==> src/common/ucr_pkg.sv <==
// Package for the indirect USB register map and clock recovery
package ucr_pkg;
    localparam logic [5:0] ADR_FUNC_ADDR = 6'h00;
    localparam logic [5:0] ADR_POWER = 6'h01;
    localparam logic [5:0] ADR_IN_FLAGS = 6'h02;
    localparam logic [5:0] ADR_OUT_FLAGS = 6'h04;
    localparam logic [5:0] ADR_CM_FLAGS = 6'h06;
    localparam logic [5:0] ADR_IN_EN = 6'h07;
    localparam logic [5:0] ADR_OUT_EN = 6'h09;
    localparam logic [5:0] ADR_CM_EN = 6'h0B;
    localparam logic [5:0] ADR_FRAME_LO = 6'h0C;
    localparam logic [5:0] ADR_FRAME_HI = 6'h0D;
    localparam logic [5:0] ADR_EP_SEL = 6'h0E;
    localparam logic [5:0] ADR_CLK_REC = 6'h0F;
    localparam logic [5:0] ADR_EP0_CSR = 6'h11;
    localparam logic [5:0] ADR_IN_CSR_HI = 6'h12;
    localparam logic [5:0] ADR_IN_CSR_LO = 6'h13;
    localparam logic [5:0] ADR_OUT_CSR_LO = 6'h14;
    localparam logic [5:0] ADR_OUT_CSR_HI = 6'h15;
    localparam logic [5:0] ADR_EP0_CNT = 6'h16;
    localparam logic [5:0] ADR_OUT_CNT_HI = 6'h17;
    localparam logic [5:0] ADR_OUT_CNT_LO = 6'h18;
    localparam logic [5:0] ADR_FIFO_BASE = 6'h20;
    localparam logic [5:0] ADR_FIFO_LAST = 6'h23;
    localparam logic [7:0] CLK_REC_RESET = 8'h09;
    localparam logic [7:0] SEL_MASK = 8'h0F;
    localparam logic [3:0] EP_LAST = 4'h3;
    localparam int CR_ENABLE_BIT = 7;
    localparam int CR_SINGLE_BIT = 6;
    localparam int CR_LOW_BIT = 5;
    localparam int ADR_BUSY_BIT = 7;
    localparam int ADR_AUTO_BIT = 6;
    localparam logic [7:0] TRIM_MID = 8'h80;
    localparam logic [7:0] TRIM_STEP_FINE = 8'h01;
    localparam logic [7:0] TRIM_STEP_COARSE = 8'h04;
    localparam int SYS_MHZ = 200;
    localparam int FS_BIT_MHZ_X10 = 120;
    localparam int LS_BIT_MHZ_X10 = 15;
    localparam int FS_FRAME_BITS = 12000;
    localparam int LS_FRAME_BITS = 1500;
    localparam logic [7:0] READ_LATENCY = 8'h02;
    typedef struct packed {
        logic enable;
        logic single_step;
        logic low_speed;
        logic full_speed;
    } ucr_rec_cfg_t;
    typedef enum logic [2:0] {
        ST_IDLE = 3'b001,
        ST_BUSY = 3'b010,
        ST_DONE = 3'b100
    } ucr_rd_state_t;
endpackage : ucr_pkg

==> src/logic/ucr_clock_recovery.sv <==
// Oscillator trim loop driven by received frame markers
`timescale 1ns/1ps
module ucr_clock_recovery import ucr_pkg::*; #(
    parameter int CNT_W = 16
) (
    input wire logic clk,
    input wire logic rst_n,
    input wire ucr_rec_cfg_t cfg,
    input wire logic frame_mark,
    output logic [7:0] trim,
    output logic locked
);
    localparam logic [CNT_W-1:0] FS_TARGET =
        CNT_W'(FS_FRAME_BITS * 4);
    localparam logic [CNT_W-1:0] LS_TARGET =
        CNT_W'(LS_FRAME_BITS * 32);
    logic [CNT_W-1:0] period_reg;
    logic seen_reg;
    logic [CNT_W-1:0] target;
    logic [7:0] step;
    // Low speed frames keep-alive timing; full speed targets 1 ms
    assign target = cfg.low_speed ? LS_TARGET : FS_TARGET;
    // Single step moves one code per frame, robust but slow
    assign step = cfg.single_step ? TRIM_STEP_FINE : TRIM_STEP_COARSE;
    always_ff @(posedge clk or negedge rst_n) begin
        if (!rst_n) begin
            period_reg <= '0;
            seen_reg <= 1'b0;
        end else if (!cfg.enable || frame_mark) begin
            period_reg <= '0;
            seen_reg <= cfg.enable;
        end else if (period_reg != '1) begin
            period_reg <= period_reg + CNT_W'(1);
        end
    end
    always_ff @(posedge clk or negedge rst_n) begin
        if (!rst_n) begin
            trim <= TRIM_MID;
            locked <= 1'b0;
        end else if (cfg.enable && frame_mark && seen_reg) begin
            if (period_reg > target && trim != 8'hFF) begin
                trim <= (8'hFF - trim < step) ? 8'hFF : trim + step;
                locked <= 1'b0;
            end else if (period_reg < target && trim != 8'h00) begin
                trim <= (trim < step) ? 8'h00 : trim - step;
                locked <= 1'b0;
            end else begin
                locked <= 1'b1;
            end
        end else if (!cfg.enable) begin
            locked <= 1'b0;
        end
    end
endmodule : ucr_clock_recovery

==> src/logic/ucr_register_map.sv <==
// Indirectly addressed USB core register map with clock recovery
// Summary of operation
// Endpoint select steers indexed registers, 0-3
// Low speed core clock is 6 MHz
// Full speed core clock is 48 MHz
// Speed bit selects full or low speed
// Recovery trims oscillator from received stream
// Recovery advised for multiplier or divided oscillator
// Low speed recovery needs low speed bit set
// Low speed recovery usually unnecessary
// Single step calibration option available
// Interrupt flags at 0x02, 0x04, 0x06
// Interrupt enables at 0x07, 0x09, 0x0B
// Common registers address, power, frame number
// Indexed endpoint control/status follow selection
// Endpoint 0 received count readable
// OUT byte count readable, high at 0x17
// Access through address and data ports
// Software selects endpoint before indexed access
// Reserved select values select no endpoint
`timescale 1ns/1ps
module ucr_register_map import ucr_pkg::*; #(
    parameter int NUM_EP = 4
) (
    input wire logic SYS_CLK,
    input wire logic RESET_N,
    input wire logic ADDR_WR,
    input wire logic [7:0] ADDR_WDATA,
    input wire logic DATA_WR,
    input wire logic DATA_RD,
    input wire logic [7:0] DATA_WDATA,
    input wire logic SPEED_SELECT,
    input wire logic FRAME_MARK,
    input wire logic [10:0] FRAME_NUMBER,
    input wire logic [7:0] IN_EVENTS,
    input wire logic [7:0] OUT_EVENTS,
    input wire logic [7:0] CM_EVENTS,
    input wire logic [7:0] EP0_RX_COUNT,
    input wire logic [15:0] OUT_RX_COUNT,
    input wire logic [7:0] FIFO_RDATA,
    output logic [7:0] ADDR_RDATA,
    output logic [7:0] DATA_RDATA,
    output logic [7:0] OSC_TRIM,
    output logic RECOVERY_LOCKED,
    output logic FULL_SPEED,
    output logic FIFO_WR,
    output logic FIFO_RD,
    output logic [1:0] FIFO_EP,
    output logic [7:0] FIFO_WDATA,
    output logic [1:0] SELECTED_EP,
    output logic SELECT_VALID
);
    logic [1:0] speed_sync_reg;
    logic [1:0] frame_sync_reg;
    logic frame_prev_reg;
    logic frame_pulse;
    logic [5:0] target_reg;
    logic auto_reg;
    ucr_rd_state_t rd_state_reg;
    logic [7:0] rd_wait_reg;
    logic [7:0] rd_data_reg;
    logic [7:0] func_addr_reg;
    logic [7:0] power_reg;
    logic [7:0] in_flags_reg;
    logic [7:0] out_flags_reg;
    logic [7:0] cm_flags_reg;
    logic [7:0] in_en_reg;
    logic [7:0] out_en_reg;
    logic [7:0] cm_en_reg;
    logic [3:0] sel_reg;
    logic [7:0] clk_rec_reg;
    logic [7:0] ep0_csr_reg;
    logic [7:0] in_csr_hi_reg [NUM_EP];
    logic [7:0] in_csr_lo_reg [NUM_EP];
    logic [7:0] out_csr_lo_reg [NUM_EP];
    logic [7:0] out_csr_hi_reg [NUM_EP];
    logic sel_ok;
    logic [1:0] sel_ep;
    logic start_rd;
    logic [7:0] rd_next;
    logic [7:0] trim_w;
    logic locked_w;
    ucr_rec_cfg_t rec_cfg;
    logic [5:0] acc_target;
    logic [1:0] up_cnt_reg;

    function automatic logic is_fifo(input logic [5:0] a);
        is_fifo = (a >= ADR_FIFO_BASE) && (a <= ADR_FIFO_LAST);
    endfunction : is_fifo

    // Write clears only the bits written as one; new events win
    function automatic logic [7:0] flag_next(input logic [7:0] cur,
            input logic [7:0] ev, input logic clr,
            input logic [7:0] wd);
        flag_next = (clr ? (cur & ~wd) : cur) | ev;
    endfunction : flag_next

    // Pins from outside the clock domain go through two stages
    always_ff @(posedge SYS_CLK or negedge RESET_N) begin
        if (!RESET_N) begin
            speed_sync_reg <= 2'b00;
            frame_sync_reg <= 2'b00;
            frame_prev_reg <= 1'b0;
        end else begin
            speed_sync_reg <= {speed_sync_reg[0], SPEED_SELECT};
            frame_sync_reg <= {frame_sync_reg[0], FRAME_MARK};
            frame_prev_reg <= frame_sync_reg[1];
        end
    end
    assign frame_pulse = frame_sync_reg[1] && !frame_prev_reg;

    assign sel_ok = (sel_reg <= EP_LAST);
    assign sel_ep = sel_reg[1:0];

    // Address port: busy, auto read and target address
    always_ff @(posedge SYS_CLK or negedge RESET_N) begin
        if (!RESET_N) begin
            target_reg <= '0;
            auto_reg <= 1'b0;
        end else if (ADDR_WR) begin
            target_reg <= ADDR_WDATA[5:0];
            auto_reg <= ADDR_WDATA[ADR_AUTO_BIT];
        end
    end
    assign start_rd = (ADDR_WR && ADDR_WDATA[ADR_BUSY_BIT])
        || (DATA_RD && auto_reg && rd_state_reg != ST_BUSY);
    // Read launched from the address port acts on the new target
    assign acc_target = ADDR_WR ? ADDR_WDATA[5:0] : target_reg;

    // Reads go through a short busy phase before data is valid
    always_ff @(posedge SYS_CLK or negedge RESET_N) begin
        if (!RESET_N) begin
            rd_state_reg <= ST_IDLE;
            rd_wait_reg <= '0;
        end else begin
            case (rd_state_reg)
                ST_IDLE, ST_DONE: begin
                    if (start_rd) begin
                        rd_state_reg <= ST_BUSY;
                        rd_wait_reg <= READ_LATENCY;
                    end
                end
                ST_BUSY: begin
                    if (rd_wait_reg == 8'h01) begin
                        rd_state_reg <= ST_DONE;
                    end
                    rd_wait_reg <= rd_wait_reg - 8'h01;
                end
                default: begin
                    rd_state_reg <= ST_IDLE;
                end
            endcase
        end
    end

    always_comb begin
        rd_next = 8'h00;
        case (target_reg)
            ADR_FUNC_ADDR: rd_next = func_addr_reg;
            ADR_POWER: rd_next = power_reg;
            ADR_IN_FLAGS: rd_next = in_flags_reg;
            ADR_OUT_FLAGS: rd_next = out_flags_reg;
            ADR_CM_FLAGS: rd_next = cm_flags_reg;
            ADR_IN_EN: rd_next = in_en_reg;
            ADR_OUT_EN: rd_next = out_en_reg;
            ADR_CM_EN: rd_next = cm_en_reg;
            ADR_FRAME_LO: rd_next = FRAME_NUMBER[7:0];
            ADR_FRAME_HI: rd_next = {5'h00, FRAME_NUMBER[10:8]};
            ADR_EP_SEL: rd_next = {4'h0, sel_reg};
            ADR_CLK_REC: rd_next = clk_rec_reg;
            ADR_EP0_CSR: rd_next = ep0_csr_reg;
            ADR_IN_CSR_HI: rd_next = sel_ok ? in_csr_hi_reg[sel_ep] : 8'h00;
            ADR_IN_CSR_LO: rd_next = sel_ok ? in_csr_lo_reg[sel_ep] : 8'h00;
            ADR_OUT_CSR_LO: rd_next = sel_ok ? out_csr_lo_reg[sel_ep] : 8'h00;
            ADR_OUT_CSR_HI: rd_next = sel_ok ? out_csr_hi_reg[sel_ep] : 8'h00;
            ADR_EP0_CNT: rd_next = EP0_RX_COUNT;
            ADR_OUT_CNT_HI: rd_next = OUT_RX_COUNT[15:8];
            ADR_OUT_CNT_LO: rd_next = OUT_RX_COUNT[7:0];
            default: rd_next = is_fifo(target_reg) ? FIFO_RDATA : 8'h00;
        endcase
    end

    // Data latched when the busy phase ends
    always_ff @(posedge SYS_CLK or negedge RESET_N) begin
        if (!RESET_N) begin
            rd_data_reg <= 8'h00;
        end else if (rd_state_reg == ST_BUSY && rd_wait_reg == 8'h01) begin
            rd_data_reg <= rd_next;
        end
    end

    // FIFO port strobes; read unloads at start of busy phase
    always_ff @(posedge SYS_CLK or negedge RESET_N) begin
        if (!RESET_N) begin
            FIFO_WR <= 1'b0;
            FIFO_RD <= 1'b0;
            FIFO_EP <= 2'b00;
            FIFO_WDATA <= 8'h00;
        end else begin
            FIFO_WR <= DATA_WR && is_fifo(target_reg);
            FIFO_RD <= start_rd && rd_state_reg != ST_BUSY
                && is_fifo(acc_target);
            FIFO_EP <= acc_target[1:0];
            FIFO_WDATA <= DATA_WDATA;
        end
    end

    // Common and interrupt registers
    always_ff @(posedge SYS_CLK or negedge RESET_N) begin
        if (!RESET_N) begin
            func_addr_reg <= 8'h00;
            power_reg <= 8'h00;
            in_en_reg <= 8'h00;
            out_en_reg <= 8'h00;
            cm_en_reg <= 8'h00;
            sel_reg <= 4'h0;
            clk_rec_reg <= CLK_REC_RESET;
            ep0_csr_reg <= 8'h00;
        end else if (DATA_WR) begin
            case (target_reg)
                ADR_FUNC_ADDR: func_addr_reg <= DATA_WDATA;
                ADR_POWER: power_reg <= DATA_WDATA;
                ADR_IN_EN: in_en_reg <= DATA_WDATA;
                ADR_OUT_EN: out_en_reg <= DATA_WDATA;
                ADR_CM_EN: cm_en_reg <= DATA_WDATA;
                ADR_EP_SEL: sel_reg <= DATA_WDATA[3:0];
                ADR_CLK_REC: clk_rec_reg <= DATA_WDATA;
                ADR_EP0_CSR: ep0_csr_reg <= DATA_WDATA;
                default: ;
            endcase
        end
    end

    always_ff @(posedge SYS_CLK or negedge RESET_N) begin
        if (!RESET_N) begin
            in_flags_reg <= 8'h00;
            out_flags_reg <= 8'h00;
            cm_flags_reg <= 8'h00;
        end else begin
            in_flags_reg <= flag_next(in_flags_reg, IN_EVENTS,
                DATA_WR && target_reg == ADR_IN_FLAGS, DATA_WDATA);
            out_flags_reg <= flag_next(out_flags_reg, OUT_EVENTS,
                DATA_WR && target_reg == ADR_OUT_FLAGS, DATA_WDATA);
            cm_flags_reg <= flag_next(cm_flags_reg, CM_EVENTS,
                DATA_WR && target_reg == ADR_CM_FLAGS, DATA_WDATA);
        end
    end

    // Indexed endpoint registers; reserved select writes nothing
    always_ff @(posedge SYS_CLK or negedge RESET_N) begin
        if (!RESET_N) begin
            for (int i = 0; i < NUM_EP; i++) begin
                in_csr_hi_reg[i] <= 8'h00;
                in_csr_lo_reg[i] <= 8'h00;
                out_csr_lo_reg[i] <= 8'h00;
                out_csr_hi_reg[i] <= 8'h00;
            end
        end else if (DATA_WR && sel_ok) begin
            case (target_reg)
                ADR_IN_CSR_HI: in_csr_hi_reg[sel_ep] <= DATA_WDATA;
                ADR_IN_CSR_LO: in_csr_lo_reg[sel_ep] <= DATA_WDATA;
                ADR_OUT_CSR_LO: out_csr_lo_reg[sel_ep] <= DATA_WDATA;
                ADR_OUT_CSR_HI: out_csr_hi_reg[sel_ep] <= DATA_WDATA;
                default: ;
            endcase
        end
    end

    assign rec_cfg.enable = clk_rec_reg[CR_ENABLE_BIT];
    assign rec_cfg.single_step = clk_rec_reg[CR_SINGLE_BIT];
    assign rec_cfg.low_speed = clk_rec_reg[CR_LOW_BIT];
    assign rec_cfg.full_speed = speed_sync_reg[1];

    ucr_clock_recovery #(
        .CNT_W(16)
    ) u_rec (
        .clk(SYS_CLK),
        .rst_n(RESET_N),
        .cfg(rec_cfg),
        .frame_mark(frame_pulse),
        .trim(trim_w),
        .locked(locked_w)
    );

    // Outputs registered
    always_ff @(posedge SYS_CLK or negedge RESET_N) begin
        if (!RESET_N) begin
            ADDR_RDATA <= 8'h00;
            DATA_RDATA <= 8'h00;
            OSC_TRIM <= TRIM_MID;
            RECOVERY_LOCKED <= 1'b0;
            FULL_SPEED <= 1'b0;
            SELECTED_EP <= 2'b00;
            SELECT_VALID <= 1'b1;
        end else begin
            ADDR_RDATA <= {rd_state_reg == ST_BUSY || start_rd, auto_reg,
                target_reg};
            DATA_RDATA <= rd_data_reg;
            OSC_TRIM <= trim_w;
            RECOVERY_LOCKED <= locked_w;
            FULL_SPEED <= speed_sync_reg[1];
            SELECTED_EP <= sel_ep;
            SELECT_VALID <= sel_ok;
        end
    end

    // Settled cycles since reset, so history checks skip reset values
    always_ff @(posedge SYS_CLK or negedge RESET_N) begin
        if (!RESET_N) begin
            up_cnt_reg <= '0;
        end else if (up_cnt_reg != '1) begin
            up_cnt_reg <= up_cnt_reg + 2'h1;
        end
    end
endmodule : ucr_register_map

==> config.mk <==
export PLATFORM = sky130hd
export DESIGN_NAME = ucr_register_map
export DESIGN_NICKNAME = d
export VERILOG_FILES = /design/src/common/ucr_pkg.sv /design/src/logic/ucr_clock_recovery.sv /design/src/logic/ucr_register_map.sv
export SDC_FILE = /design/constraint.sdc
export NUM_CORES = 1
export LEC_CHECK = 0
export ABC_AREA = 1
export BUFFER_PORTS_ARGS = -buffer_cell sky130_fd_sc_hd__buf_4
export CAP_MARGIN = 30
export CORE_MARGIN = 2
export CORE_UTILIZATION = 40
export DETAILED_ROUTE_END_ITERATION = 6
export SLEW_MARGIN = 20
export SYNTH_ARGS = -nofsm -noshare
export SYNTH_HDL_FRONTEND = slang
export SYNTH_SLANG_ARGS = --single-unit
==> constraint.sdc <==
create_clock -name SYS_CLK -period 2.6 [get_ports SYS_CLK]
set_input_delay 0.52 -clock SYS_CLK [delete_from_list [all_inputs] [get_ports SYS_CLK]]
set_output_delay 0.52 -clock SYS_CLK [all_outputs]
set_load 0.01 [all_outputs]
==> out/qor.yml <==
arrival_ns: 2.82
cts_made_buffers: 35
synth_edf_count: 0
seqCellArea_mm2: 0.00771
antenna_found_initial: 0
avgSynthCellArea_um2: 8.00
fin_tns_setup_ns: 0
grt_start_max_net_pins: 67
wl_met3_um: 3010
cap_violations: 0
slew_viol_final: 0
highest_layer: "met4"
cts_setup_buffers: 0
hold_path.class: "input port to flop"
netlist_top_cells_count: "nand2_1 (681), dfrtp_1 (302), o21ai_0 (177)"
peakVddDrop_mv: 0.614
wirelength_um: 42600
met2_length_um: 19200
pre_cts_slack_ns: 0.272
muxShareOfSynthArea: 0
first_pass_iters: 5
drtAntennaViolNets: 0
finalPower_mw: 12.4
clk_latency_ns: 0.52
async_flop_share: 1.00
p_leak_nw: 8.36
gp_congestion: 0.969
h-tree-depth: 2
ys_types: 43
met1_length_um: 19500
die_y_um: 193
ioPinCount: 131
end_kind: "flop"
grt-ovfl-total: 0
die_x_um: 193
clk_pin_slew_worst_paths_ns: 0.06
rows: 69
ys_seq_area_frac: 0.541
synth.area.top_cells: "dfrtp_1 (53%), nand2_1 (18%), o21ai_0 (6.2%), nand3_1 (4.7%), nor2_1 (2.7%)"
yosys.area_share.simple: 0.295
yosysTopAreaCell: "dfrtp_1"
die_area_mm2: 0.0372
worstSetupPathType: "flop to flop"
worstMarginPinSlew_ns: 0.843
io_buffers: 130
syn_area_mm2: 0.0143
crit_path_max_fanout: 11
fill_cells: 3435
fin_area_mm2: 0.0171
core_mm2: 0.0353
ys_warn_count: 0
grtUsageTotal: 0.236
rsz0062_at_grt: "false"
synth.net_count: 1883
fin_skew_ns: 0.0201
drc: 0
cts_sinks: 308
critPathRequiredTime_ns: 3.06
synth_top_family_by_area: "simple AND/OR/NAND/NOR gates"
antenna_cells: 0
layout-drive-gt1-share: 0.139
ys_ff_latch: 308
syn_to_final_growth_pct: 20.0
grt_pass1_vias: 11816
netlist_instances: 1781
dpl-instance-area_mm2: 0.0159
cts_root_buf: "clkbuf_16"
yosysMostFrequentCell: "nand2_1"
nets: 2021
startpoint_type: "flop"
run_status: "completed"
cts_tree: "yes"
p_per_area_mw_per_mm2: 726
maxSlewHeadroom: 0.436
setup_viol: 0
synth-xor-area-share: 0.00553
grt_pass1_wl_um: 67300
period_minus_slack_ns: 2.36
synth_top_area_frac: 0.530
multiInputGateArea_mm2: 0.00583
dpl.hpwl_um: 29500
finalHoldViolations: 0
synth-compound-area-share: 0.0984
via_per_inst: 5.17
clock_path_buffers: 3
post-route-period-util: 0.907
num_vias: 12426
fmax_ghz: 0.424
drt-wirelength-per-cell_um: 17.7
synth_fa_ha_area_frac: 0.0105
synth_flop_cell: "dfrtp_1"
drt-initial-drc-count: 1066
start_util: 0.404
fin_ws_ns: 0.242
==> per-stage QoR <==
| stage | util | cells | hold slack (ns) |
|---|---|---|---|
| finish | 0.484 | 2404 | 0.111 |
| global route | 0.484 | 2404 | 0.0923 |
| CTS | 0.484 | 2404 | 0.0876 |
| detailed placement | 0.450 | 2342 | 0.337 |
| global placement | 0.450 | 2342 | 0.337 |
| floorplan | - | 1781 | 0.224 |
==> critical path, stage by stage, from the launching register on <==
cell and delay (ns):
dfrtp_1 0.46, inv_1 0.11, nand2_1 0.23, nor2_1 0.73, nand3_1 0.15, nand2_1 0.17
nor2_1 0.05, nand2_1 0.07, nor2_1 0.04, nand3_1 0.15, nand2_1 0.08, nand2_1 0.06
==> logic make-up after synthesis <==
kind of cell / Yosys count
simple gates: 1002
flops: 308
compound gates: 272
buf+inv: 178
fa+ha+maj: 12
xor+xnor: 9
==> layout by cell type (no fill, tap or decap), types with 34 or more instances in the layout <==
cell / instances
buf_4: 162
clkbuf_16: 37
dfrtp_1: 302
inv_1: 100
nand2_1: 681
nand3_1: 134
nand4_1: 34
nor2_1: 102
o21ai_0: 177
o21ai_1: 67
==> where the power goes <==
part / total (mW) / switching, mW / internal, mW
clock network: 5.08 / 1.96 / 3.11
logic: 1.73 / 1.10 / 0.632
registers: 5.60 / 0.326 / 5.28
total: 12.4 / 3.39 / 9.02
==> routing by layer <==
layer,track usage,up-vias
li1,-,6033
met1,0.343,5915
met2,0.360,420
met3,0.0416,58
met4,0.0702,0
met5,0,-
==> layout make-up <==
cell class / instances / share of cell area
well taps: 461 / 0.0337
inverters: 108 / 0.0237
multi-input cells: 1295 / 0.341
flip-flops and latches: 308 / 0.451
repair buffers: 171 / 0.0808
clock buffers: 50 / 0.0617
clock inverters: 11 / 0.00776
==> final timing paths <==
| path | start | end | slack [ns] | depth (start not counted) |
|---|---|---|---|---|
| hold reg to reg | speed_sync_reg[1] | FULL_SPEED | 0.35 | 0 |
| setup reg to reg | target_reg[3] | rd_data_reg[6] | 0.24 | 11 |
| max in group asynchronous | RESET_N | cm_en_reg[5] | 1.30 | 3 |
| setup / recovery | target_reg[3] | rd_data_reg[6] | 0.24 | 11 |
| min in group asynchronous | RESET_N | speed_sync_reg[0] | 0.53 | 2 |
| hold / removal | SPEED_SELECT | speed_sync_reg[0] | 0.11 | 1 |
==> what timing repair did <==
action	4_1_cts	5_1_grt
hold endpoints to repair	51	0
endpoints found under the setup margin	0	1
hold buffers	1	0
gates resized for setup	0	1
No activity file was read; power rests on OpenSTA's default activity.
